## src/include/uart_status_params.svh

```systemverilog
/*
 * Offsets, field positions, reset values and codes of the baud, line status
 * and interrupt identification block. Assumes a 32-bit classic Wishbone bus.
 */
`ifndef UART_STATUS_PARAMS_SVH
`define UART_STATUS_PARAMS_SVH
// Word indices; byte address is four times the index
`define IDX_DATA_DIVLO 3'h0
`define IDX_IEN_DIVHI 3'h1
`define IDX_INT_ID 3'h2
`define IDX_LINE_CTRL 3'h3
`define IDX_LINE_STATUS 3'h5
// Line control field
`define LCR_DIV_ACCESS 7
// Line status fields
`define LSR_READY 0
`define LSR_OVERRUN 1
`define LSR_PARITY 2
`define LSR_FRAMING 3
`define LSR_BREAK 4
`define LSR_HOLD_EMPTY 5
`define LSR_SHIFT_EMPTY 6
// Interrupt enable inputs
`define IEN_RDA 0
`define IEN_TX_HOLDING_EMPTY 1
`define IEN_RLS 2
`define IEN_MODEM 3
// Source codes in identification bits 2:1
`define CODE_RLS 2'h3
`define CODE_RDA 2'h2
`define CODE_TX_HOLDING_EMPTY 2'h1
`define CODE_MODEM 2'h0
// Reset values
`define RST_DIV_BYTE 8'h00
`define RST_LINE_CTRL 8'h00
`define INT_ID_IDLE 8'h01
`endif

```

## src/include/uart_status_pkg.sv

```systemverilog
/*
 * Types of the baud, line status and interrupt identification block.
 * Assumes uart_status_params.svh is on the include path.
 */
`include "uart_status_params.svh"
package uart_status_pkg;
    // Interrupt sources as reported in identification bits 2:1
    typedef enum logic [1:0] {
        SRC_MODEM = `CODE_MODEM,
        SRC_TX_HOLDING_EMPTY = `CODE_TX_HOLDING_EMPTY,
        SRC_RDA = `CODE_RDA,
        SRC_RLS = `CODE_RLS
    } irq_src_t;

    // Complete state of the block
    typedef struct packed {
        logic [7:0] div_lo;      // Divisor low byte
        logic [7:0] div_hi;      // Divisor high byte
        logic [15:0] baud_cnt;   // Baud down-counter
        logic ref_q;             // Reference level last cycle
        logic tick;              // 16x tick pulse
        logic [7:0] line_ctrl;   // Line control byte
        logic ready;             // Received character waiting
        logic overrun;
        logic parity;
        logic framing;
        logic brk;
        logic hold_empty;
        logic shift_empty;
        logic tx_holding_empty_irq;          // Holding-empty interrupt pending
        logic frz_valid;         // Identification frozen
        irq_src_t frz_src;
        logic irq;
        logic ack;
        logic [31:0] dat;
        logic [7:0] host_byte;   // Last written byte to data or enable
        logic rbr_read;
        logic thr_write;
        logic ien_write;
    } state_t;
endpackage : uart_status_pkg

```

## src/rtl/uart_baud_status.sv

```systemverilog
/*
 * Baud divider, line status flags and prioritised interrupt identification
 * of an asynchronous serial element, as a classic Wishbone slave.
 * Assumes receiver, transmitter, enable and modem logic sit outside and
 * feed the strobes below synchronously to clk.
 */
// Chosen here: the placing of the registers and register access over Wishbone.
// Operation
// RULE1: Divide reference by 16-bit divisor, 16x tick
// RULE2: Divisor held in two 8-bit byte latches
// RULE3: Writing either latch reloads the down-counter
// RULE4: Reference kept within frequency limits externally
// RULE5: Software keeps data rate at most 56K
// RULE6: Ready flag sets on received character
// RULE7: Ready clears on buffer read or zero write
// RULE8: Overrun sets when unread character overwritten
// RULE9: Status read clears overrun flag
// RULE10: Parity flag sets on error, read clears
// RULE11: Framing flag sets on spacing stop bit
// RULE12: Break flag sets on long spacing input
// RULE13: Error flags raise line status interrupt
// RULE14: Holding-empty sets on transfer, clears on write
// RULE15: Shift-empty follows idle, clears on transfer
// RULE16: Status bit 7 always reads zero
// RULE17: Four fixed interrupt priority levels
// RULE18: Identification read freezes top pending source
// RULE19: Identification bit 0 low while pending
// RULE20: Bits 2:1 encode source, 7:3 zero
// RULE21: Divisor access bit selects divisor latches
// RULE22: Holding-empty interrupt cleared by read or write
// RULE23: Source codes 11,10,01,00; idle reads 0x01
// RULE24: Reset shows transmitter empty, flags clear
`timescale 1ns/10ps
`include "uart_status_params.svh"
// Register map, byte addresses, data in lane 0 of each word:
//   0x00 receive buffer read, holding write; divisor low with access set
//   0x04 enable read, enable write strobe; divisor high with access set
//   0x08 interrupt identification, read only
//   0x0c line control, read and write
//   0x14 line status; bits 0 to 5 writable so software can test interrupts
// Any other address is answered with zero and drops writes, so a stray
// access never hangs the host.
//
// A request is taken on the edge that sees cyc and stb with no answer
// pending; ack follows one cycle later and stands for exactly one cycle.
// Read data stands until the next read is taken.
//
// The reference is sampled by clk, so it must stay well below half the
// bus clock; each rising level counts one divider step. A zero divisor
// parks the divider rather than wrapping through 65536 steps.
//
// Hardware events win over host clears in the same cycle; otherwise an
// error arriving in the cycle of a status read would be lost unseen.
//
// The identification freeze holds until the shown source stops pending,
// so a handler keeps one stable code even when a higher source arrives.
module uart_baud_status (
    input wire logic clk,
    input wire logic sys_rst,
    input wire logic wb_cyc_i,
    input wire logic wb_stb_i,
    input wire logic wb_we_i,
    input wire logic [7:0] wb_adr_i,
    input wire logic [3:0] wb_sel_i,
    input wire logic [31:0] wb_dat_i,
    output logic [31:0] wb_dat_o,
    output logic wb_ack_o,
    input wire logic baud_ref_i,       // Reference clock level
    output logic baud_tick_o,          // One-cycle 16x tick
    input wire logic [7:0] rx_data_i,  // Receive buffer contents
    input wire logic rx_done_i,        // Character into receive buffer
    input wire logic rx_parity_err_i,
    input wire logic rx_framing_err_i,
    input wire logic rx_break_i,
    input wire logic tx_load_i,        // Holding to shift transfer
    input wire logic tx_idle_i,        // Shift register idle
    input wire logic [3:0] int_enable_i,
    input wire logic modem_pending_i,
    output logic [7:0] line_ctrl_o,
    output logic [15:0] divisor_o,
    output logic [7:0] host_byte_o,
    output logic rbr_read_o,
    output logic thr_write_o,
    output logic ien_write_o,
    output logic irq_out
);
    import uart_status_pkg::*;

    state_t s_q;
    state_t s_d;
    logic req;          // New bus request this cycle
    logic wr;           // Write of byte lane 0
    logic rd;
    logic [2:0] idx;
    logic mapped;
    logic div_access;
    logic [15:0] new_div;
    logic div_wr;
    logic ref_rise;
    logic [3:0] pend;   // RLS, RDA, TX_HOLDING_EMPTY, modem pending
    irq_src_t live_src;
    logic any_pend;
    logic [7:0] id_byte;
    logic [7:0] lsr_byte;
    logic [7:0] rd_byte;
    logic lsr_rd;
    logic id_rd;

    // Top pending source by fixed rank
    function automatic irq_src_t top_src(input logic [3:0] p);
        if (p[3]) begin
            return SRC_RLS; // RULE17
        end else if (p[2]) begin
            return SRC_RDA;
        end else if (p[1]) begin
            return SRC_TX_HOLDING_EMPTY;
        end
        return SRC_MODEM;
    endfunction : top_src

    // Source index into the pending vector
    function automatic logic still_pending(input logic [3:0] p, input irq_src_t s);
        unique case (s)
            SRC_RLS: return p[3];
            SRC_RDA: return p[2];
            SRC_TX_HOLDING_EMPTY: return p[1];
            SRC_MODEM: return p[0];
        endcase
    endfunction : still_pending

    // Decode and pending logic
    always_comb begin
        req = wb_cyc_i && wb_stb_i && !s_q.ack;
        wr = req && wb_we_i && wb_sel_i[0];
        rd = req && !wb_we_i;
        idx = wb_adr_i[4:2];
        mapped = (wb_adr_i[7:5] == 3'h0) && (wb_adr_i[1:0] == 2'h0);
        div_access = s_q.line_ctrl[`LCR_DIV_ACCESS];
        lsr_rd = rd && mapped && (idx == `IDX_LINE_STATUS);
        id_rd = rd && mapped && (idx == `IDX_INT_ID);
        // Divisor latches only reachable with the access bit set
        div_wr = wr && mapped && div_access && // RULE21
            ((idx == `IDX_DATA_DIVLO) || (idx == `IDX_IEN_DIVHI));
        new_div = {s_q.div_hi, s_q.div_lo};
        if (idx == `IDX_DATA_DIVLO) begin
            new_div[7:0] = wb_dat_i[7:0]; // RULE2
        end else begin
            new_div[15:8] = wb_dat_i[7:0];
        end
        ref_rise = baud_ref_i && !s_q.ref_q;
        pend[3] = int_enable_i[`IEN_RLS] &&
            (s_q.overrun || s_q.parity || s_q.framing || s_q.brk); // RULE13
        pend[2] = int_enable_i[`IEN_RDA] && s_q.ready;
        pend[1] = int_enable_i[`IEN_TX_HOLDING_EMPTY] && s_q.tx_holding_empty_irq; // RULE14
        pend[0] = int_enable_i[`IEN_MODEM] && modem_pending_i;
        any_pend = |pend;
        live_src = top_src(pend);
        id_byte = `INT_ID_IDLE;
        // A frozen source is shown until it is serviced
        if (s_q.frz_valid && still_pending(pend, s_q.frz_src)) begin
            id_byte = {5'h00, s_q.frz_src, 1'b0}; // RULE18
        end else if (any_pend) begin
            id_byte = {5'h00, live_src, 1'b0}; // RULE19 RULE20 RULE23
        end
        // Status byte as the host reads it; bit 7 is tied low
        lsr_byte = {1'b0, s_q.shift_empty, s_q.hold_empty, s_q.brk, // RULE16
            s_q.framing, s_q.parity, s_q.overrun, s_q.ready};
        // Read multiplexer; the access bit swaps buffer and enables for the divisor
        rd_byte = 8'h00;
        if (mapped) begin
            unique case (idx)
                `IDX_DATA_DIVLO: rd_byte = div_access ? s_q.div_lo : rx_data_i;
                `IDX_IEN_DIVHI: rd_byte = div_access ? s_q.div_hi : {4'h0, int_enable_i};
                `IDX_INT_ID: rd_byte = id_byte;
                `IDX_LINE_CTRL: rd_byte = s_q.line_ctrl;
                `IDX_LINE_STATUS: rd_byte = lsr_byte;
                default: rd_byte = 8'h00;
            endcase
        end
    end

    // Next state
    always_comb begin
        s_d = s_q;
        s_d.tick = 1'b0;
        s_d.rbr_read = 1'b0;
        s_d.thr_write = 1'b0;
        s_d.ien_write = 1'b0;
        s_d.ref_q = baud_ref_i;
        // Bus answer one cycle after the request, for one cycle
        s_d.ack = req;
        if (rd) begin
            s_d.dat = {24'h000000, rd_byte};
        end
        // Baud counter; a zero divisor stops the tick
        if (div_wr) begin
            s_d.baud_cnt = new_div; // RULE3
            if (idx == `IDX_DATA_DIVLO) begin
                s_d.div_lo = wb_dat_i[7:0];
            end else begin
                s_d.div_hi = wb_dat_i[7:0];
            end
        end else if (ref_rise && ({s_q.div_hi, s_q.div_lo} != 16'h0000)) begin
            if (s_q.baud_cnt <= 16'h0001) begin
                s_d.tick = 1'b1; // RULE1
                s_d.baud_cnt = {s_q.div_hi, s_q.div_lo};
            end else begin
                s_d.baud_cnt = s_q.baud_cnt - 16'h0001;
            end
        end
        // Register writes from the host
        if (wr && mapped) begin
            if (idx == `IDX_LINE_CTRL) begin
                s_d.line_ctrl = wb_dat_i[7:0];
            end
            if (!div_access && (idx == `IDX_DATA_DIVLO)) begin
                s_d.thr_write = 1'b1;
                s_d.host_byte = wb_dat_i[7:0];
                s_d.hold_empty = 1'b0; // RULE14
                s_d.tx_holding_empty_irq = 1'b0; // RULE22
            end
            if (!div_access && (idx == `IDX_IEN_DIVHI)) begin
                s_d.ien_write = 1'b1;
                s_d.host_byte = wb_dat_i[7:0];
            end
            // Low six status bits are writable for interrupt testing
            if (idx == `IDX_LINE_STATUS) begin
                s_d.ready = wb_dat_i[`LSR_READY]; // RULE7
                s_d.overrun = wb_dat_i[`LSR_OVERRUN];
                s_d.parity = wb_dat_i[`LSR_PARITY];
                s_d.framing = wb_dat_i[`LSR_FRAMING];
                s_d.brk = wb_dat_i[`LSR_BREAK];
                s_d.hold_empty = wb_dat_i[`LSR_HOLD_EMPTY];
                s_d.tx_holding_empty_irq = wb_dat_i[`LSR_HOLD_EMPTY];
            end
        end
        // Read side effects
        if (rd && mapped && !div_access && (idx == `IDX_DATA_DIVLO)) begin
            s_d.rbr_read = 1'b1;
            s_d.ready = 1'b0; // RULE7
        end
        if (lsr_rd) begin
            s_d.overrun = 1'b0; // RULE9
            s_d.parity = 1'b0; // RULE10
            s_d.framing = 1'b0;
            s_d.brk = 1'b0;
        end
        if (id_rd) begin
            s_d.frz_valid = any_pend || (id_byte[0] == 1'b0); // RULE18
            s_d.frz_src = irq_src_t'(id_byte[2:1]);
            if (id_byte[2:1] == `CODE_TX_HOLDING_EMPTY && !id_byte[0]) begin
                s_d.tx_holding_empty_irq = 1'b0; // RULE22
            end
        end else if (s_q.frz_valid && !still_pending(pend, s_q.frz_src)) begin
            s_d.frz_valid = 1'b0;
        end
        // Hardware events win over clears in the same cycle
        if (rx_done_i) begin
            // Unread character overwritten unless read in this cycle
            if (s_q.ready && !s_d.rbr_read) begin
                s_d.overrun = 1'b1; // RULE8
            end
            s_d.ready = 1'b1; // RULE6
        end
        if (rx_parity_err_i) begin
            s_d.parity = 1'b1; // RULE10
        end
        if (rx_framing_err_i) begin
            s_d.framing = 1'b1; // RULE11
        end
        if (rx_break_i) begin
            s_d.brk = 1'b1; // RULE12
        end
        if (tx_load_i) begin
            s_d.hold_empty = 1'b1; // RULE14
            s_d.tx_holding_empty_irq = 1'b1;
        end
        // Transfer takes the shifter out of idle at once
        s_d.shift_empty = tx_idle_i && !tx_load_i; // RULE15
        // Output lags the pending vector by one register, for a clean pin
        s_d.irq = any_pend;
    end

    // State register
    always_ff @(posedge clk) begin
        if (sys_rst) begin
            s_q <= '0;
            s_q.div_lo <= `RST_DIV_BYTE;
            s_q.div_hi <= `RST_DIV_BYTE;
            s_q.line_ctrl <= `RST_LINE_CTRL;
            s_q.hold_empty <= 1'b1; // RULE24
            s_q.shift_empty <= 1'b1;
            s_q.frz_src <= SRC_MODEM;
        end else begin
            s_q <= s_d;
        end
    end

    // Outputs straight from the state
    assign wb_dat_o = s_q.dat;
    assign wb_ack_o = s_q.ack;
    assign baud_tick_o = s_q.tick;
    assign line_ctrl_o = s_q.line_ctrl;
    assign divisor_o = {s_q.div_hi, s_q.div_lo};
    assign host_byte_o = s_q.host_byte;
    assign rbr_read_o = s_q.rbr_read;
    assign thr_write_o = s_q.thr_write;
    assign ien_write_o = s_q.ien_write;
    assign irq_out = s_q.irq;
endmodule : uart_baud_status

```

## config.mk

```make
export PLATFORM = sky130hd
export DESIGN_NAME = uart_baud_status
export DESIGN_NICKNAME = d
export VERILOG_FILES = /design/src/include/uart_status_pkg.sv /design/src/rtl/uart_baud_status.sv
export VERILOG_INCLUDE_DIRS = /design/src /design/src/include
export SDC_FILE = /design/constraint.sdc
export NUM_CORES = 1
export LEC_CHECK = 0
export BUFFER_PORTS_ARGS = -buffer_cell sky130_fd_sc_hd__buf_2
export CAP_MARGIN = 30
export CORE_MARGIN = 5
export CORE_UTILIZATION = 45
export CTS_CLUSTER_DIAMETER = 30
export DETAILED_ROUTE_END_ITERATION = 10
export PLACE_DENSITY = 0.8
export SLEW_MARGIN = 30
export SYNTH_ARGS = -nofsm -noshare
export SYNTH_HDL_FRONTEND = slang
export SYNTH_SLANG_ARGS = --single-unit
export TNS_END_PERCENT = 5
```

## constraint.sdc

```tcl
create_clock -name clk -period 2.7 [get_ports clk]
set_input_delay 0.405 -clock clk [delete_from_list [all_inputs] [get_ports clk]]
set_output_delay 0.405 -clock clk [all_outputs]
set_load 0.02 [all_outputs]
```

==> impl_metrics.env <==
export IMPL_outcome="finished, final reports clean"
export IMPL_hold_buffers=0
export IMPL_place_ws_ns=0.02905
export IMPL_fillers=981
export IMPL_num_rows=36
export IMPL_vias_per_cell=5.752
export IMPL_fin_setup_tns_ns=0
export IMPL_vias=4383
export IMPL_clock_latency_ns=0.36
export IMPL_tightest_slew_ns=0.8409
export IMPL_syn2layout_area_growth_pct=9.520
export IMPL_layout_common_cells="buf_2, nand2_1, dfxtp_1"
export IMPL_crit_arrival_ns=2.61
export IMPL_fin_crit_sh=0.8668
export IMPL_synth_cells=579
export IMPL_route_detailed_wl_per_inst_um=17.91
export IMPL_drc=0
export IMPL_yosysSeqAreaShare=0.3305
export IMPL_n_antenna_cell=0
export IMPL_holdCritPathClass="in2reg"
export IMPL_ant_nets=0
export IMPL_r2r_slack_ns=0.36
export IMPL_yosys_most_used_dff="dfxtp_1"
export IMPL_drv_slew=0
export IMPL_ys_ff_latch=74
export IMPL_clk_path_buf_depth=2
export IMPL_core_mm2=0.009729
export IMPL_start_util=0.4606
export IMPL_first_pass_iters=6
export IMPL_crit_type="reg2reg"
export IMPL_postPlaceCellArea_mm2=0.004737
export IMPL_clockRootBuffer="clkbuf_8"
export IMPL_grt_pass1_vias=4152
export IMPL_grt_overflow=0
export IMPL_nets=695
export IMPL_ys_types=62
export IMPL_yosysTopAreaCell="dfxtp_1"
export IMPL_p_leak_nw=2.153
export IMPL_synthesis_area_mm2=0.004482
export IMPL_pin_count=139
export IMPL_ys_warn_count=0
export IMPL_finalPower_mw=2.116
export IMPL_hold_viol=0
export IMPL_track_usage=0.2258
export IMPL_async_reset_ff_frac=0
export IMPL_rsz0062_at_grt="no"
export IMPL_final_seq_area_mm2=0.001481
export IMPL_dp_cells=746
export IMPL_cts_sinks=74
export IMPL_multi_input_area_mm2=0.002419
export IMPL_first_iter_violations=441
export IMPL_grt_pass1_wl_um=21250
export IMPL_fp_dieArea_mm2=0.01205
export IMPL_final_util=0.5045
export IMPL_die_x_um=109.8
export IMPL_setup_violations_final=0
export IMPL_fin_crit_ns=2.340
export IMPL_die_h_um=109.8
export IMPL_vdd_drop_max_uv=228.2
export IMPL_final_area_mm2=0.004908
export IMPL_synth_top_area_share=0.3305
export IMPL_clk_pin_slew_ns=0.08
export IMPL_start_kind="register"
export IMPL_skew_ns=0.01272
export IMPL_ys_top_cells_by_area="dfxtp_1, buf_4, mux2i_1"
export IMPL_gp_congestion=0.8792
export IMPL_instances_no_fill=762
export IMPL_place_hpwl_um=10120
export IMPL_setup_ws_ns=0.3596
export IMPL_cts_buffers=9
export IMPL_wirelength_um=13650
export IMPL_crit_path_end_kind="register"
export IMPL_cts_tree="done"
export IMPL_synth_avg_cell_area_um2=7.741
export IMPL_whs_ns=0.2727
export IMPL_slew_headroom=0.4386
export IMPL_port_buffers=87
export IMPL_cts_resized_gates=0
export IMPL_worst_path_max_fanout=11
export IMPL_synth_edf_count=0
export IMPL_grt_max_degree=57
export IMPL_mostFrequentLayoutCell="buf_2"
export IMPL_power_density_mw_per_mm2=431.0
export IMPL_drive_gt1_frac=0.2162
export IMPL_cts_setup_buffers=0
export IMPL_antenna_found_initial=0
export IMPL_drv_cap=0
export IMPL_worstPathRequired_ns=2.97
export IMPL_max_freq_ghz=0.4273
export IMPL_cts_htree_levels=3
-- worst paths after layout --
| kind | startpoint | endpoint | cells after the start |
|---|---|---|---|
| max | s_q[66]$_SDFFE_PP0P_ | s_q[73]$_SDFFE_PP0P_ | 9 |
| max reg2reg | s_q[66]$_SDFFE_PP0P_ | s_q[73]$_SDFFE_PP0P_ | 9 |
| min | rx_break_i | lsr_byte[4]$_SDFFE_PP0P_ | 3 |
| min reg2reg | wb_dat_o[0]$_SDFFE_PP0P_ | wb_dat_o[0]$_SDFFE_PP0P_ | 2 |
-- routing by layer --
metal	global-route usage	wire [um]	up-vias
met5	0	0	-
met4	0.06679	282	0
met3	0.03993	1167	26
met2	0.3821	6566	200
met1	0.2926	5633	2092
li1	-	-	2065
-- power by group --
part | switching (mW) | internal, mW
logic | 0.152 | 0.0665
registers | 0.00813 | 1.10
clock network | 0.447 | 0.341
total | 0.608 | 1.51
-- worst max-delay path, stage by stage, from the launching register on --
cell and delay [ns]:
dfxtp_1 0.36, inv_1 0.12, ha_1 0.25, nor2_1 0.09, or3_1 0.39, or2_2 0.40
buf_4 0.21, a21oi_1 0.13, o31ai_1 0.08, a211oi_1 0.22
-- Yosys cell counts, types with 2 or more instances --
cell type  count
a211oi_1       7
o22ai_1       10
nand4_1        5
ha_1           2
a2bb2oi_1      4
dfxtp_1       74
o22a_1         3
inv_1         14
nand2_1       75
o21a_1         7
buf_4         65
nand3b_1       5
a31oi_1        3
nor2_1        54
o41ai_1        2
mux2i_1       30
nand3_1       30
nand2b_1       3
buf_1          6
o21ai_0       13
mux4_2         2
or4_4          2
o211ai_1       3
a21oi_1       50
o31ai_1        5
nor3_1        18
a221oi_1       5
a311oi_1       2
clkbuf_1      21
nor4_1        10
a22oi_1        7
or3_1          8
nor3b_1        2
buf_2          4
-- area by class of cell --
class,count,area share
Sequential cell,74,0.3018
Inverter,14,0.01071
Clock inverter,5,0.008157
Timing Repair Buffer,108,0.1259
Tap cell,133,0.03390
Multi-Input combinational cell,417,0.4927
Clock buffer,11,0.02677
-- flip-flops by register name, summed over array words and instances (netlist names) --
| signal | cells |
|---|---|
| divisor_o | 16 |
| wb_ack_o | 1 |
| rbr_read_o | 1 |
| host_byte_o | 8 |
| thr_write_o | 1 |
| lsr_byte | 7 |
| wb_dat_o | 8 |
| ien_write_o | 1 |
| line_ctrl_o | 8 |
| baud_tick_o | 1 |
| irq_out | 1 |
| s_q | 21 |
-- logic make-up after synthesis --
group | share of synthesized area
AND/OR/NAND/NOR | 0.2412
AO/OA/AOI/OAI | 0.1882
buffers and inverters | 0.1502
flip-flops | 0.3305
multiplexers | 0.07956
adder cells (fa/ha/maj) | 0.005583
XOR/XNOR | 0.003909
other | 0.0008367
Note: power is estimated with default switching activity, not from simulation.
